### config.mk
export PLATFORM = sky130hd
export DESIGN_NAME = isd_dma
export DESIGN_NICKNAME = d
export VERILOG_FILES = /design/src/verilog/isd_pkg.sv /design/src/verilog/isd_dma.sv
export SDC_FILE = /design/constraint.sdc
export NUM_CORES = 2
export LEC_CHECK = 0
export BUFFER_PORTS_ARGS = -buffer_cell sky130_fd_sc_hd__buf_2
export CELL_PAD_IN_SITES_DETAIL_PLACEMENT = 1
export CELL_PAD_IN_SITES_GLOBAL_PLACEMENT = 1
export CORE_MARGIN = 4
export CORE_UTILIZATION = 46
export DETAILED_ROUTE_END_ITERATION = 6
export GPL_ROUTABILITY_DRIVEN = 0
export PLACE_DENSITY_LB_ADDON = 0.08
export SETUP_SLACK_MARGIN = 0.1
export SYNTH_ARGS = -nofsm -noshare
export SYNTH_HDL_FRONTEND = slang
export SYNTH_SLANG_ARGS = --single-unit
### constraint.sdc
create_clock -name mclk -period 3 [get_ports mclk]
set_input_delay 0.15 -clock mclk [delete_from_list [all_inputs] [get_ports mclk]]
set_output_delay 0.15 -clock mclk [all_outputs]
set_load 0.05 [all_outputs]
### src/verilog/isd_pkg.sv
// Constants, register map and carriers for the instrument serial DMA block
// Behaviour
// - Five identical serial instrument interfaces.
// - Received words go to RAM by DMA.
// - Sustain 1 Mbps input, never throttle sender.
// - Receive buffers wrap without software help.
// - Buffer size 1k to 128k, eight powers.
// - Buffer base aligned to its own size.
// - Input pointer marks latest completed block.
// - Input pointer advances on each completed block.
// - Input reaching output pointer flags overrun.
// - One command sequencer steered to target.
// - Time-stamp command sent autonomously to all.
// - No command start overlapping time-stamp slot.
// - 32-bit entries: 8-bit prefix, 24-bit word.
// - Stop on end-of-list prefix.
// - Overrun drops block, rewinds input pointer.
// - Each channel owns a DMA address pointer.
// - Bus hold, transfer, release; arbitrate channels.
// - Time-stamp carries readable 16-bit seconds count.
package isd_pkg;
  localparam int NCH = 5;
  localparam int AW = 22;
  localparam int DW = 16;
  localparam int OFFW = 17;
  // Timing
  localparam int CLK_HZ = 40000000;
  localparam int SER_HZ = 1000000;
  localparam int DIV_CYC = CLK_HZ / SER_HZ;
  localparam int US_PER_SEC = 1000000;
  localparam int CMD_BITS = 24;
  localparam logic [19:0] GUARD_US = 20'h0001a;
  // Command entry layout
  localparam int PFX_HI = 31;
  localparam int PFX_LO = 24;
  localparam logic [7:0] PFX_END = 8'hff;
  localparam logic [7:0] TS_OPCODE = 8'ha5;
  // Buffer size base in bytes
  localparam logic [OFFW-1:0] BUF_MIN = 17'h00400;
  // Register byte offsets
  localparam logic [11:0] REG_CTRL = 12'h000;
  localparam logic [11:0] REG_CMD_BASE = 12'h004;
  localparam logic [11:0] REG_SECONDS = 12'h008;
  localparam logic [11:0] REG_USEC = 12'h00c;
  localparam logic [11:0] REG_OVR = 12'h010;
  localparam logic [3:0] CH_PAGE = 4'h1;
  localparam logic [1:0] CH_CFG = 2'h0;
  localparam logic [1:0] CH_BASE = 2'h1;
  localparam logic [1:0] CH_IN = 2'h2;
  localparam logic [1:0] CH_OUT = 2'h3;
  // Field positions
  localparam int CTRL_GO = 0;
  localparam int CFG_EN = 3;
  localparam logic [3:0] CFG_RST = 4'h0;
  typedef enum {M_IDLE, M_HOLD, M_XFER, M_REL} isd_mst_t;
  typedef enum {C_IDLE, C_FHI, C_FLO, C_CHK} isd_cst_t;
  // Memory request toward the board RAM
  typedef struct packed {
    logic we;
    logic re;
    logic [AW-1:0] addr;
    logic [DW-1:0] wdata;
  } isd_mem_t;
endpackage : isd_pkg

### src/verilog/isd_dma.sv
// Five-channel serial receive DMA with shared command sequencer
`timescale 1ns/1ps
`default_nettype none
module isd_dma #(
  parameter int US_SEC = isd_pkg::US_PER_SEC
) (
  // Clock and reset
  input wire logic mclk,
  input wire logic rst_n,
  // APB slave
  input wire logic psel,
  input wire logic penable,
  input wire logic pwrite,
  input wire logic [11:0] paddr,
  input wire logic [31:0] pwdata,
  output logic [31:0] prdata,
  output logic pready,
  output logic pslverr,
  // Serial receive lines
  input wire logic [isd_pkg::NCH-1:0] rx_dat,
  input wire logic [isd_pkg::NCH-1:0] rx_frm,
  // Serial command lines
  output logic [isd_pkg::NCH-1:0] cmd_dat,
  output logic [isd_pkg::NCH-1:0] cmd_frm,
  // Processor bus hold and RAM
  output logic hold_req,
  input wire logic hold_ack,
  output isd_pkg::isd_mem_t mem,
  input wire logic mem_ack,
  input wire logic [isd_pkg::DW-1:0] mem_rdata
);
  import isd_pkg::*;

  logic us_tick, sec_tick;
  logic [5:0] div_r;
  logic [19:0] usec_r;
  logic [15:0] sec_r;
  logic wr_acc, rd_setup;
  logic [OFFW-1:0] in_ptr [NCH];
  logic [OFFW-1:0] out_ptr [NCH];
  logic [AW-1:0] base_r [NCH];
  logic [3:0] cfg_r [NCH];
  logic [AW-1:0] ch_addr [NCH];
  logic [DW-1:0] wbuf [NCH];
  logic [NCH-1:0] wpend, ovr_r;
  logic [AW-1:0] cmd_base_r, cmd_ptr_r;
  logic [31:0] ent_r;
  logic cmd_rd_req, mem_done;
  logic [2:0] sel_r;
  isd_mst_t mst_r;
  isd_cst_t cst_r;
  logic [23:0] tx_sh_r;
  logic [4:0] tx_cnt_r;
  logic [NCH-1:0] tx_mask_r;
  logic tx_busy_r, ts_pend_r, guard_ok, cmd_go;
  logic [NCH:0] req;

  assign wr_acc = psel & penable & pwrite;
  assign rd_setup = psel & ~penable & ~pwrite;
  assign pready = 1'b1;

  // Serial bit-rate enable, one pulse per microsecond
  always_ff @(posedge mclk or negedge rst_n) begin
    if (!rst_n) begin
      div_r <= 6'h00;
    end else if (div_r == 6'(DIV_CYC - 1)) begin
      div_r <= 6'h00;
    end else begin
      div_r <= div_r + 6'h01;
    end
  end
  assign us_tick = (div_r == 6'(DIV_CYC - 1));
  assign sec_tick = us_tick & (usec_r == 20'(US_SEC - 1));

  // Microsecond and seconds counters
  always_ff @(posedge mclk or negedge rst_n) begin
    if (!rst_n) begin
      usec_r <= 20'h00000;
      sec_r <= 16'h0000;
    end else if (sec_tick) begin
      usec_r <= 20'h00000;
      sec_r <= sec_r + 16'h0001;
    end else if (us_tick) begin
      usec_r <= usec_r + 20'h00001;
    end
  end

  // Per-channel receive path, pointers and configuration
  genvar g;
  generate
    for (g = 0; g < NCH; g++) begin : g_rx
      logic [OFFW-1:0] mask, wr_off, nxt_off, start_off;
      logic [15:0] sh;
      logic [3:0] bcnt;
      logic frm_q, drop, end_pend, sel_w;
      logic [OFFW-1:0] size_b;
      assign size_b = BUF_MIN << cfg_r[g][2:0];
      assign mask = size_b - 17'h00001;
      // Base bits below the size are ignored, so the buffer stays aligned
      assign ch_addr[g] = (base_r[g] & ~AW'(mask)) | AW'(wr_off);
      assign nxt_off = (wr_off + 17'h00002) & mask;
      assign sel_w = psel & (paddr[11:8] == CH_PAGE) & (paddr[7:4] == 4'(g));

      // Software writes: configuration, base and output pointer
      always_ff @(posedge mclk or negedge rst_n) begin
        if (!rst_n) begin
          cfg_r[g] <= CFG_RST;
          base_r[g] <= '0;
          out_ptr[g] <= '0;
        end else if (wr_acc && sel_w) begin
          case (paddr[3:2])
            CH_CFG: cfg_r[g] <= pwdata[3:0];
            CH_BASE: base_r[g] <= pwdata[AW-1:0];
            CH_OUT: out_ptr[g] <= pwdata[OFFW-1:0];
            default: ;
          endcase
        end
      end

      // Bit shifter: samples once per microsecond, never stalls the sender
      always_ff @(posedge mclk or negedge rst_n) begin
        if (!rst_n) begin
          sh <= 16'h0000;
          bcnt <= 4'h0;
          frm_q <= 1'b0;
        end else if (us_tick) begin
          frm_q <= rx_frm[g] & cfg_r[g][CFG_EN];
          if (rx_frm[g] && cfg_r[g][CFG_EN]) begin
            sh <= {sh[14:0], rx_dat[g]};
            bcnt <= frm_q ? bcnt + 4'h1 : 4'h1;
          end else begin
            bcnt <= 4'h0;
          end
        end
      end

      // Word hand-off, DMA pointer, block pointer and overrun
      always_ff @(posedge mclk or negedge rst_n) begin
        if (!rst_n) begin
          wbuf[g] <= 16'h0000;
          wpend[g] <= 1'b0;
          wr_off <= '0;
          in_ptr[g] <= '0;
          drop <= 1'b0;
          end_pend <= 1'b0;
          start_off <= '0;
        end else begin
          if (us_tick && rx_frm[g] && cfg_r[g][CFG_EN] && !frm_q) begin
            drop <= 1'b0;
            wr_off <= in_ptr[g];
            start_off <= in_ptr[g];
          end else if (mem_done && sel_r == 3'(g)) begin
            wpend[g] <= 1'b0;
            if (nxt_off == (out_ptr[g] & mask)) begin
              drop <= 1'b1;
              wr_off <= in_ptr[g];
            end else begin
              wr_off <= nxt_off;
            end
          end
          // A full word is queued; the one-word holder drains in far under 16 us
          if (us_tick && rx_frm[g] && frm_q && bcnt == 4'hf && !drop) begin
            wbuf[g] <= {sh[14:0], rx_dat[g]};
            wpend[g] <= 1'b1;
          end
          if (us_tick && frm_q && !rx_frm[g]) begin
            end_pend <= 1'b1;
          end else if (end_pend && !wpend[g]) begin
            end_pend <= 1'b0;
            if (!drop && wr_off != start_off) begin
              in_ptr[g] <= wr_off;
            end
          end
        end
      end

      // Sticky overrun flag; a new event beats a write-one clear
      always_ff @(posedge mclk or negedge rst_n) begin
        if (!rst_n) begin
          ovr_r[g] <= 1'b0;
        end else if (mem_done && sel_r == 3'(g) && nxt_off == (out_ptr[g] & mask)) begin
          ovr_r[g] <= 1'b1;
        end else if (wr_acc && paddr == REG_OVR && pwdata[g]) begin
          ovr_r[g] <= 1'b0;
        end
      end
    end
  endgenerate

  // Bus hold arbiter, one transfer per hold, lowest channel first
  assign req = {cmd_rd_req, wpend};
  always_ff @(posedge mclk or negedge rst_n) begin
    if (!rst_n) begin
      mst_r <= M_IDLE;
      hold_req <= 1'b0;
      sel_r <= 3'h0;
      mem <= '0;
    end else begin
      case (mst_r)
        M_IDLE: begin
          if (|req) begin
            hold_req <= 1'b1;
            mst_r <= M_HOLD;
            sel_r <= 3'(NCH);
            for (int i = NCH; i >= 0; i--) begin
              if (req[i]) begin
                sel_r <= 3'(i);
              end
            end
          end
        end
        M_HOLD: begin
          if (hold_ack) begin
            mst_r <= M_XFER;
            if (sel_r == 3'(NCH)) begin
              mem <= '{we: 1'b0, re: 1'b1, addr: cmd_ptr_r, wdata: 16'h0000};
            end else begin
              mem <= '{we: 1'b1, re: 1'b0, addr: ch_addr[sel_r], wdata: wbuf[sel_r]};
            end
          end
        end
        M_XFER: begin
          if (mem_ack) begin
            mem.we <= 1'b0;
            mem.re <= 1'b0;
            hold_req <= 1'b0;
            mst_r <= M_REL;
          end
        end
        M_REL: begin
          if (!hold_ack) begin
            mst_r <= M_IDLE;
          end
        end
        default: mst_r <= M_IDLE;
      endcase
    end
  end
  assign mem_done = (mst_r == M_XFER) & mem_ack;

  // Start a command only if it ends before the time-stamp slot
  assign guard_ok = (usec_r + GUARD_US) < 20'(US_SEC);
  assign cmd_go = (cst_r == C_CHK) & ~tx_busy_r & ~ts_pend_r & guard_ok
                  & (ent_r[PFX_HI:PFX_LO] < 8'(NCH)) & us_tick;

  // Command list fetcher
  always_ff @(posedge mclk or negedge rst_n) begin
    if (!rst_n) begin
      cst_r <= C_IDLE;
      cmd_base_r <= '0;
      cmd_ptr_r <= '0;
      ent_r <= 32'h00000000;
      cmd_rd_req <= 1'b0;
    end else begin
      if (wr_acc && paddr == REG_CMD_BASE) begin
        cmd_base_r <= pwdata[AW-1:0];
      end
      if (mem_done && sel_r == 3'(NCH)) begin
        cmd_rd_req <= 1'b0;
        cmd_ptr_r <= cmd_ptr_r + 22'h000002;
      end
      case (cst_r)
        C_IDLE: begin
          if (wr_acc && paddr == REG_CTRL && pwdata[CTRL_GO]) begin
            cmd_ptr_r <= cmd_base_r;
            cmd_rd_req <= 1'b1;
            cst_r <= C_FHI;
          end
        end
        C_FHI: begin
          if (mem_done && sel_r == 3'(NCH)) begin
            ent_r[31:16] <= mem_rdata;
            cmd_rd_req <= 1'b1;
            cst_r <= C_FLO;
          end
        end
        C_FLO: begin
          if (mem_done && sel_r == 3'(NCH)) begin
            ent_r[15:0] <= mem_rdata;
            cst_r <= C_CHK;
          end
        end
        C_CHK: begin
          if (ent_r[PFX_HI:PFX_LO] == PFX_END) begin
            cst_r <= C_IDLE;
          end else if (cmd_go || ent_r[PFX_HI:PFX_LO] >= 8'(NCH)) begin
            cmd_rd_req <= 1'b1; // Unknown targets are skipped
            cst_r <= C_FHI;
          end
        end
        default: cst_r <= C_IDLE;
      endcase
    end
  end

  // Shared transmitter; frames start on a bit tick so the first bit is full
  always_ff @(posedge mclk or negedge rst_n) begin
    if (!rst_n) begin
      tx_sh_r <= 24'h000000;
      tx_cnt_r <= 5'h00;
      tx_mask_r <= '0;
      tx_busy_r <= 1'b0;
      ts_pend_r <= 1'b0;
    end else begin
      if (sec_tick) begin
        ts_pend_r <= 1'b1;
      end else if (ts_pend_r && !tx_busy_r && us_tick) begin
        ts_pend_r <= 1'b0;
        tx_sh_r <= {TS_OPCODE, sec_r};
        tx_mask_r <= '1;
        tx_busy_r <= 1'b1;
        tx_cnt_r <= 5'h00;
      end else if (cmd_go) begin
        tx_sh_r <= ent_r[23:0];
        tx_mask_r <= NCH'(1) << ent_r[26:24];
        tx_busy_r <= 1'b1;
        tx_cnt_r <= 5'h00;
      end
      if (tx_busy_r && us_tick) begin
        tx_sh_r <= {tx_sh_r[22:0], 1'b0};
        tx_cnt_r <= tx_cnt_r + 5'h01;
        if (tx_cnt_r == 5'(CMD_BITS - 1)) begin
          tx_busy_r <= 1'b0;
        end
      end
    end
  end

  // Steered serial outputs, registered
  always_ff @(posedge mclk or negedge rst_n) begin
    if (!rst_n) begin
      cmd_dat <= '0;
      cmd_frm <= '0;
    end else begin
      cmd_frm <= tx_busy_r ? tx_mask_r : '0;
      cmd_dat <= tx_busy_r ? (tx_mask_r & {NCH{tx_sh_r[23]}}) : '0;
    end
  end

  // Read data captured in the setup cycle, zero-wait access
  always_ff @(posedge mclk or negedge rst_n) begin
    if (!rst_n) begin
      prdata <= 32'h00000000;
      pslverr <= 1'b0;
    end else if (psel && !penable) begin
      pslverr <= 1'b0;
      prdata <= 32'h00000000;
      if (paddr[11:8] == CH_PAGE && paddr[7:4] < 4'(NCH) && paddr[1:0] == 2'h0) begin
        if (rd_setup) begin
          case (paddr[3:2])
            CH_CFG: prdata <= 32'(cfg_r[paddr[6:4]]);
            CH_BASE: prdata <= 32'(base_r[paddr[6:4]]);
            CH_IN: prdata <= 32'(in_ptr[paddr[6:4]]);
            default: prdata <= 32'(out_ptr[paddr[6:4]]);
          endcase
        end
      end else if (paddr == REG_CTRL) begin
        prdata <= {31'h00000000, cst_r != C_IDLE};
      end else if (paddr == REG_CMD_BASE) begin
        prdata <= 32'(cmd_base_r);
      end else if (paddr == REG_SECONDS) begin
        prdata <= 32'(sec_r);
      end else if (paddr == REG_USEC) begin
        prdata <= 32'(usec_r);
      end else if (paddr == REG_OVR) begin
        prdata <= 32'(ovr_r);
      end else begin
        pslverr <= 1'b1; // Unmapped address
      end
    end
  end
endmodule : isd_dma
`default_nettype wire

==> results list <==
- The floorplan has 117 rows.
- Measured along the x axis, the die boundary spans 328 um.
- TritonCTS clock tree: built
- Final #Nets: 4813
- The share of total power dissipated in the clock network is 0.491.
* Overall die height: 328 um
- For this run, the register share of the synthesized area comes to 0.482.
- Number of nets with antenna violations after detailed routing: 0
* Crit path top cell by count: sky130_fd_sc_hd__or4_4
- Number of pins with negative max-slew slack in the final report: 0
- Input and output buffers added on the ports amount to 140.
- The first global-routing pass estimated 260 mm of wire.
* Layout overhead on the synthesized area: 18.5%
- Floorplan Core Area: 102000 um^2
* Post-synthesis cell type count: roughly 110
- Die footprint: ~110000 um^2
- The analysis attributes to net switching a power of between 6000 and 7000 uW.
* Required time of the critical path: 3570 ps
* Worst path bufs/invs: 1
- Most frequent standard cell in the layout excluding fill and tap cells: sky130_fd_sc_hd__dfrtp_1
- The H-tree was split into 3 levels.
- Final HPWL DP: 130 mm
* Tmin final: 2910 ps
- The finished layout holds 6163 standard cells, fillers aside.
- Cell type with the highest aggregate area in the netlist: sky130_fd_sc_hd__dfrtp_1
- The internal portion of the total power is ~20000 uW.
- Initial detailed-routing violation count: 3184
* Switching part of the total: 0.232
- Total global routing track utilization: 0.323
- Across all layers, the routed design uses 37.9k vias.
* Mean routed wirelength per cell: 28.5 um
* Overall overflow remaining after global route: 0
- VDD sags by at most 0.411 mV.
- The initial antenna violation count is 14.
- Slowest cell on crit path: sky130_fd_sc_hd__or4_4
- Summing all placed instances gives a cell area of roughly 51000 um^2.
* Post-route DRC violation count: 0
* Clk_lat worst skew: roughly 690 ps
* Final Setup Violations: 0
- Outcome: completed
- Type of destination of the critical path: flip-flop
- The path class of the tightest hold or removal check is input port to flip-flop.
- Proportion of netlist area held by the largest area contributor: 0.482
- After synthesis the netlist holds a flip-flop and latch count of 906.
* Worst-case headroom to the max-slew limit: 0.317
- Share of flip-flops with an asynchronous set or reset: 1.00
- Yosys mapped a number of flops with a built-in enable equal to 0.
* Largest stage delay on the critical path: 590 ps
* Critical Setup Path Class: flip-flop to flip-flop
* Sink Count: between 900 and 1k
- Number of instances in the synthesized netlist: ~4.4k
- Pin placement for this block handled 162 I/O pins.
- The clock passes through at most 3 buffers.
- In the routed layout, each cell is associated on average with a via count of 6.14.
* Final Hold Viols: 0
* Worst Max-Slew Pin Slew: ~1000 ps
* Cell family with most CP delay: simple AND/OR/NAND/NOR gates
- Count of synthesis-stage warnings from yosys: 0
* Cell area after synthesis: 47100 um^2
* Cell area after layout: 55800 um^2
* Standby leakage power: 0.0259 uW
* CTS Root Buffer Type: sky130_fd_sc_hd__clkbuf_16
* Part of the power in registers: 0.472
- Synthesized area divided by synthesized cell count: 10.8 um^2
* Ordered cell list for the critical path: nand4_4 > or4_4 > xnor2_2 > a221o_1 > or4_4 > nor3_4 > buf_6 > nor2_1 > mux2_2
- Data arrival time at the worst-slack endpoint: 3480 ps
- Proportion of layout cells with a drive suffix above 1: 0.308
- The share of total power dissipated in combinational logic is 0.037.
- Via count of the first global-routing pass: roughly 39k
- Placed cell count: 5893
- Most used cells in the layout excluding fill and tap cells: 895 x sky130_fd_sc_hd__dfrtp_1, 556 x sky130_fd_sc_hd__mux2_2, 470 x sky130_fd_sc_hd__nand2_1, 346 x sky130_fd_sc_hd__buf_4, 275 x sky130_fd_sc_hd__nor2_1
- Of the available clock period, the critical path in the final layout requires 0.972.
* Ratio of total power to cell area: 465 nW/um^2
- Max-capacitance violation count: 0
- Total power after layout: 26000 uW
* Startpoint type of the worst setup path: flip-flop
* CP Max Fanout: 5
* Worst setup slack after layout: 85.3 ps
- Number of buffers inserted during clock tree synthesis: 102
- The routed design has approximately 180 mm of wire.
- Pre-CTS worst setup slack: -50.5 ps
- Pin count of the biggest net entering global routing: 105
- Fin Clk Skew: 25.9 ps
- Top achievable clock speed: 343 MHz
- The most used flip-flop cell after synthesis is sky130_fd_sc_hd__dfrtp_1.
* Unrepaired setup endpoints after global routing: true
- Starting utilization of the core area: 0.463
- Hold timing on the final database bottoms out at a slack of 56.2 ps.
- Yosys attributes the largest share of cell area to sky130_fd_sc_hd__dfrtp_1 48%, sky130_fd_sc_hd__mux2_2 13%, sky130_fd_sc_hd__nand2_1 3.8%.
- 1st-pass router iterations: 5
- Clock Pin Slew Worst Setup and Hold Paths: roughly 70 ps
[routing by layer]
layer  GRT usage  wire length, um
met5     0.00226               49
met4       0.143             8970
met1       0.438            74100
met3      0.0683            13200
met2       0.501            79500
[Yosys cell counts (all sizes together), types with 24 or more instances]
| cell type | number |
|---|---|
| and3 | 35 |
| buf | 134 |
| o21ai | 225 |
| nor4 | 42 |
| mux4 | 76 |
| nor3 | 76 |
| nor2 | 285 |
| mux2 | 560 |
| mux2i | 41 |
| a221oi | 60 |
| inv | 68 |
| a21oi | 197 |
| or3 | 29 |
| xor2 | 91 |
| o22ai | 26 |
| nand2 | 475 |
| xnor2 | 168 |
| nand4 | 78 |
| nand2b | 26 |
| clkbuf | 214 |
| dfrtp | 906 |
| nor2b | 30 |
| ha | 24 |
| nand3 | 113 |
[path summary, 6_finish.rpt]
| kind | from | endpoint | slack, ps | depth (start not counted) |
|---|---|---|---|---|
| min in group asynchronous | rst_n | tx_sh_r[19] | 250 | 3 |
| max in group asynchronous | rst_n | g_rx[3].wr_off[1] | 2120 | 3 |
| worst min register to register | mem[32] | mem[32] | 470 | 2 |
| worst max register to register | g_rx[1].wr_off[9] | g_rx[1].wr_off[3] | 90 | 9 |
| worst max-delay path | g_rx[1].wr_off[9] | g_rx[1].wr_off[3] | 90 | 9 |
| worst min-delay path | pwdata[14] | out_ptr[65] | 60 | 2 |
[layout make-up]
cell class              count  area (um^2)
flip-flops and latches    906        22700
clock inverters            35          364
well taps                1368         1710
repair buffers            578         4600
fillers                 10800        45900
diodes                      4         10.0
clock buffers             148         3010
inverters                  69          259
multi-input cells        3055        23200
[metrics by stage]
stage,utilization,TNS (ps)
floorplan,-,0
global placement,0.503,-43.9
detailed placement,0.503,-71.8
CTS,0.543,0
global route,0.548,-25.2
finish,0.548,0
[repair_timing]
action                                  4_1_cts  5_1_grt
resized for setup                            26       76
hold buffers                                 49        0
pin swaps                                     9       29
endpoints found under the setup margin       44      106
hold endpoints to repair                   1038        0
buffers inserted                             11       20
gates cloned                                  0        3
[state kept, by name (all words and copies together), names as in the netlist, 22 cells and up]
signal          flops
base_r            110
g_rx.start_off     85
g_rx.wr_off        85
in_ptr             85
out_ptr            85
wbuf               80
g_rx.sh            75
mem                40
ent_r              32
tx_sh_r            24
cmd_base_r         22
cmd_ptr_r          22
prdata             22
[kinds of logic after synthesis]
kind of cell	synth area share
adder cells (fa/ha/maj)	0.00659
other	0.000160
XOR/XNOR	0.0492
buffers and inverters	0.0378
AND/OR/NAND/NOR	0.135
multiplexers	0.179
AO/OA/AOI/OAI	0.110
flip-flops	0.482
[power by group through the flow]
| stage | logic, uW | clock network [uW] | registers, uW |
|---|---|---|---|
| after floorplan | 307 | 0 | 12500 |
| after global placement | 884 | 0 | 12500 |
| after detailed placement | 889 | 0 | 12500 |
| after CTS | 949 | 12900 | 12300 |
| after global routing | 1020 | 13500 | 12200 |
| final | 950 | 12700 | 12300 |
(Power assumes the default switching activity.)
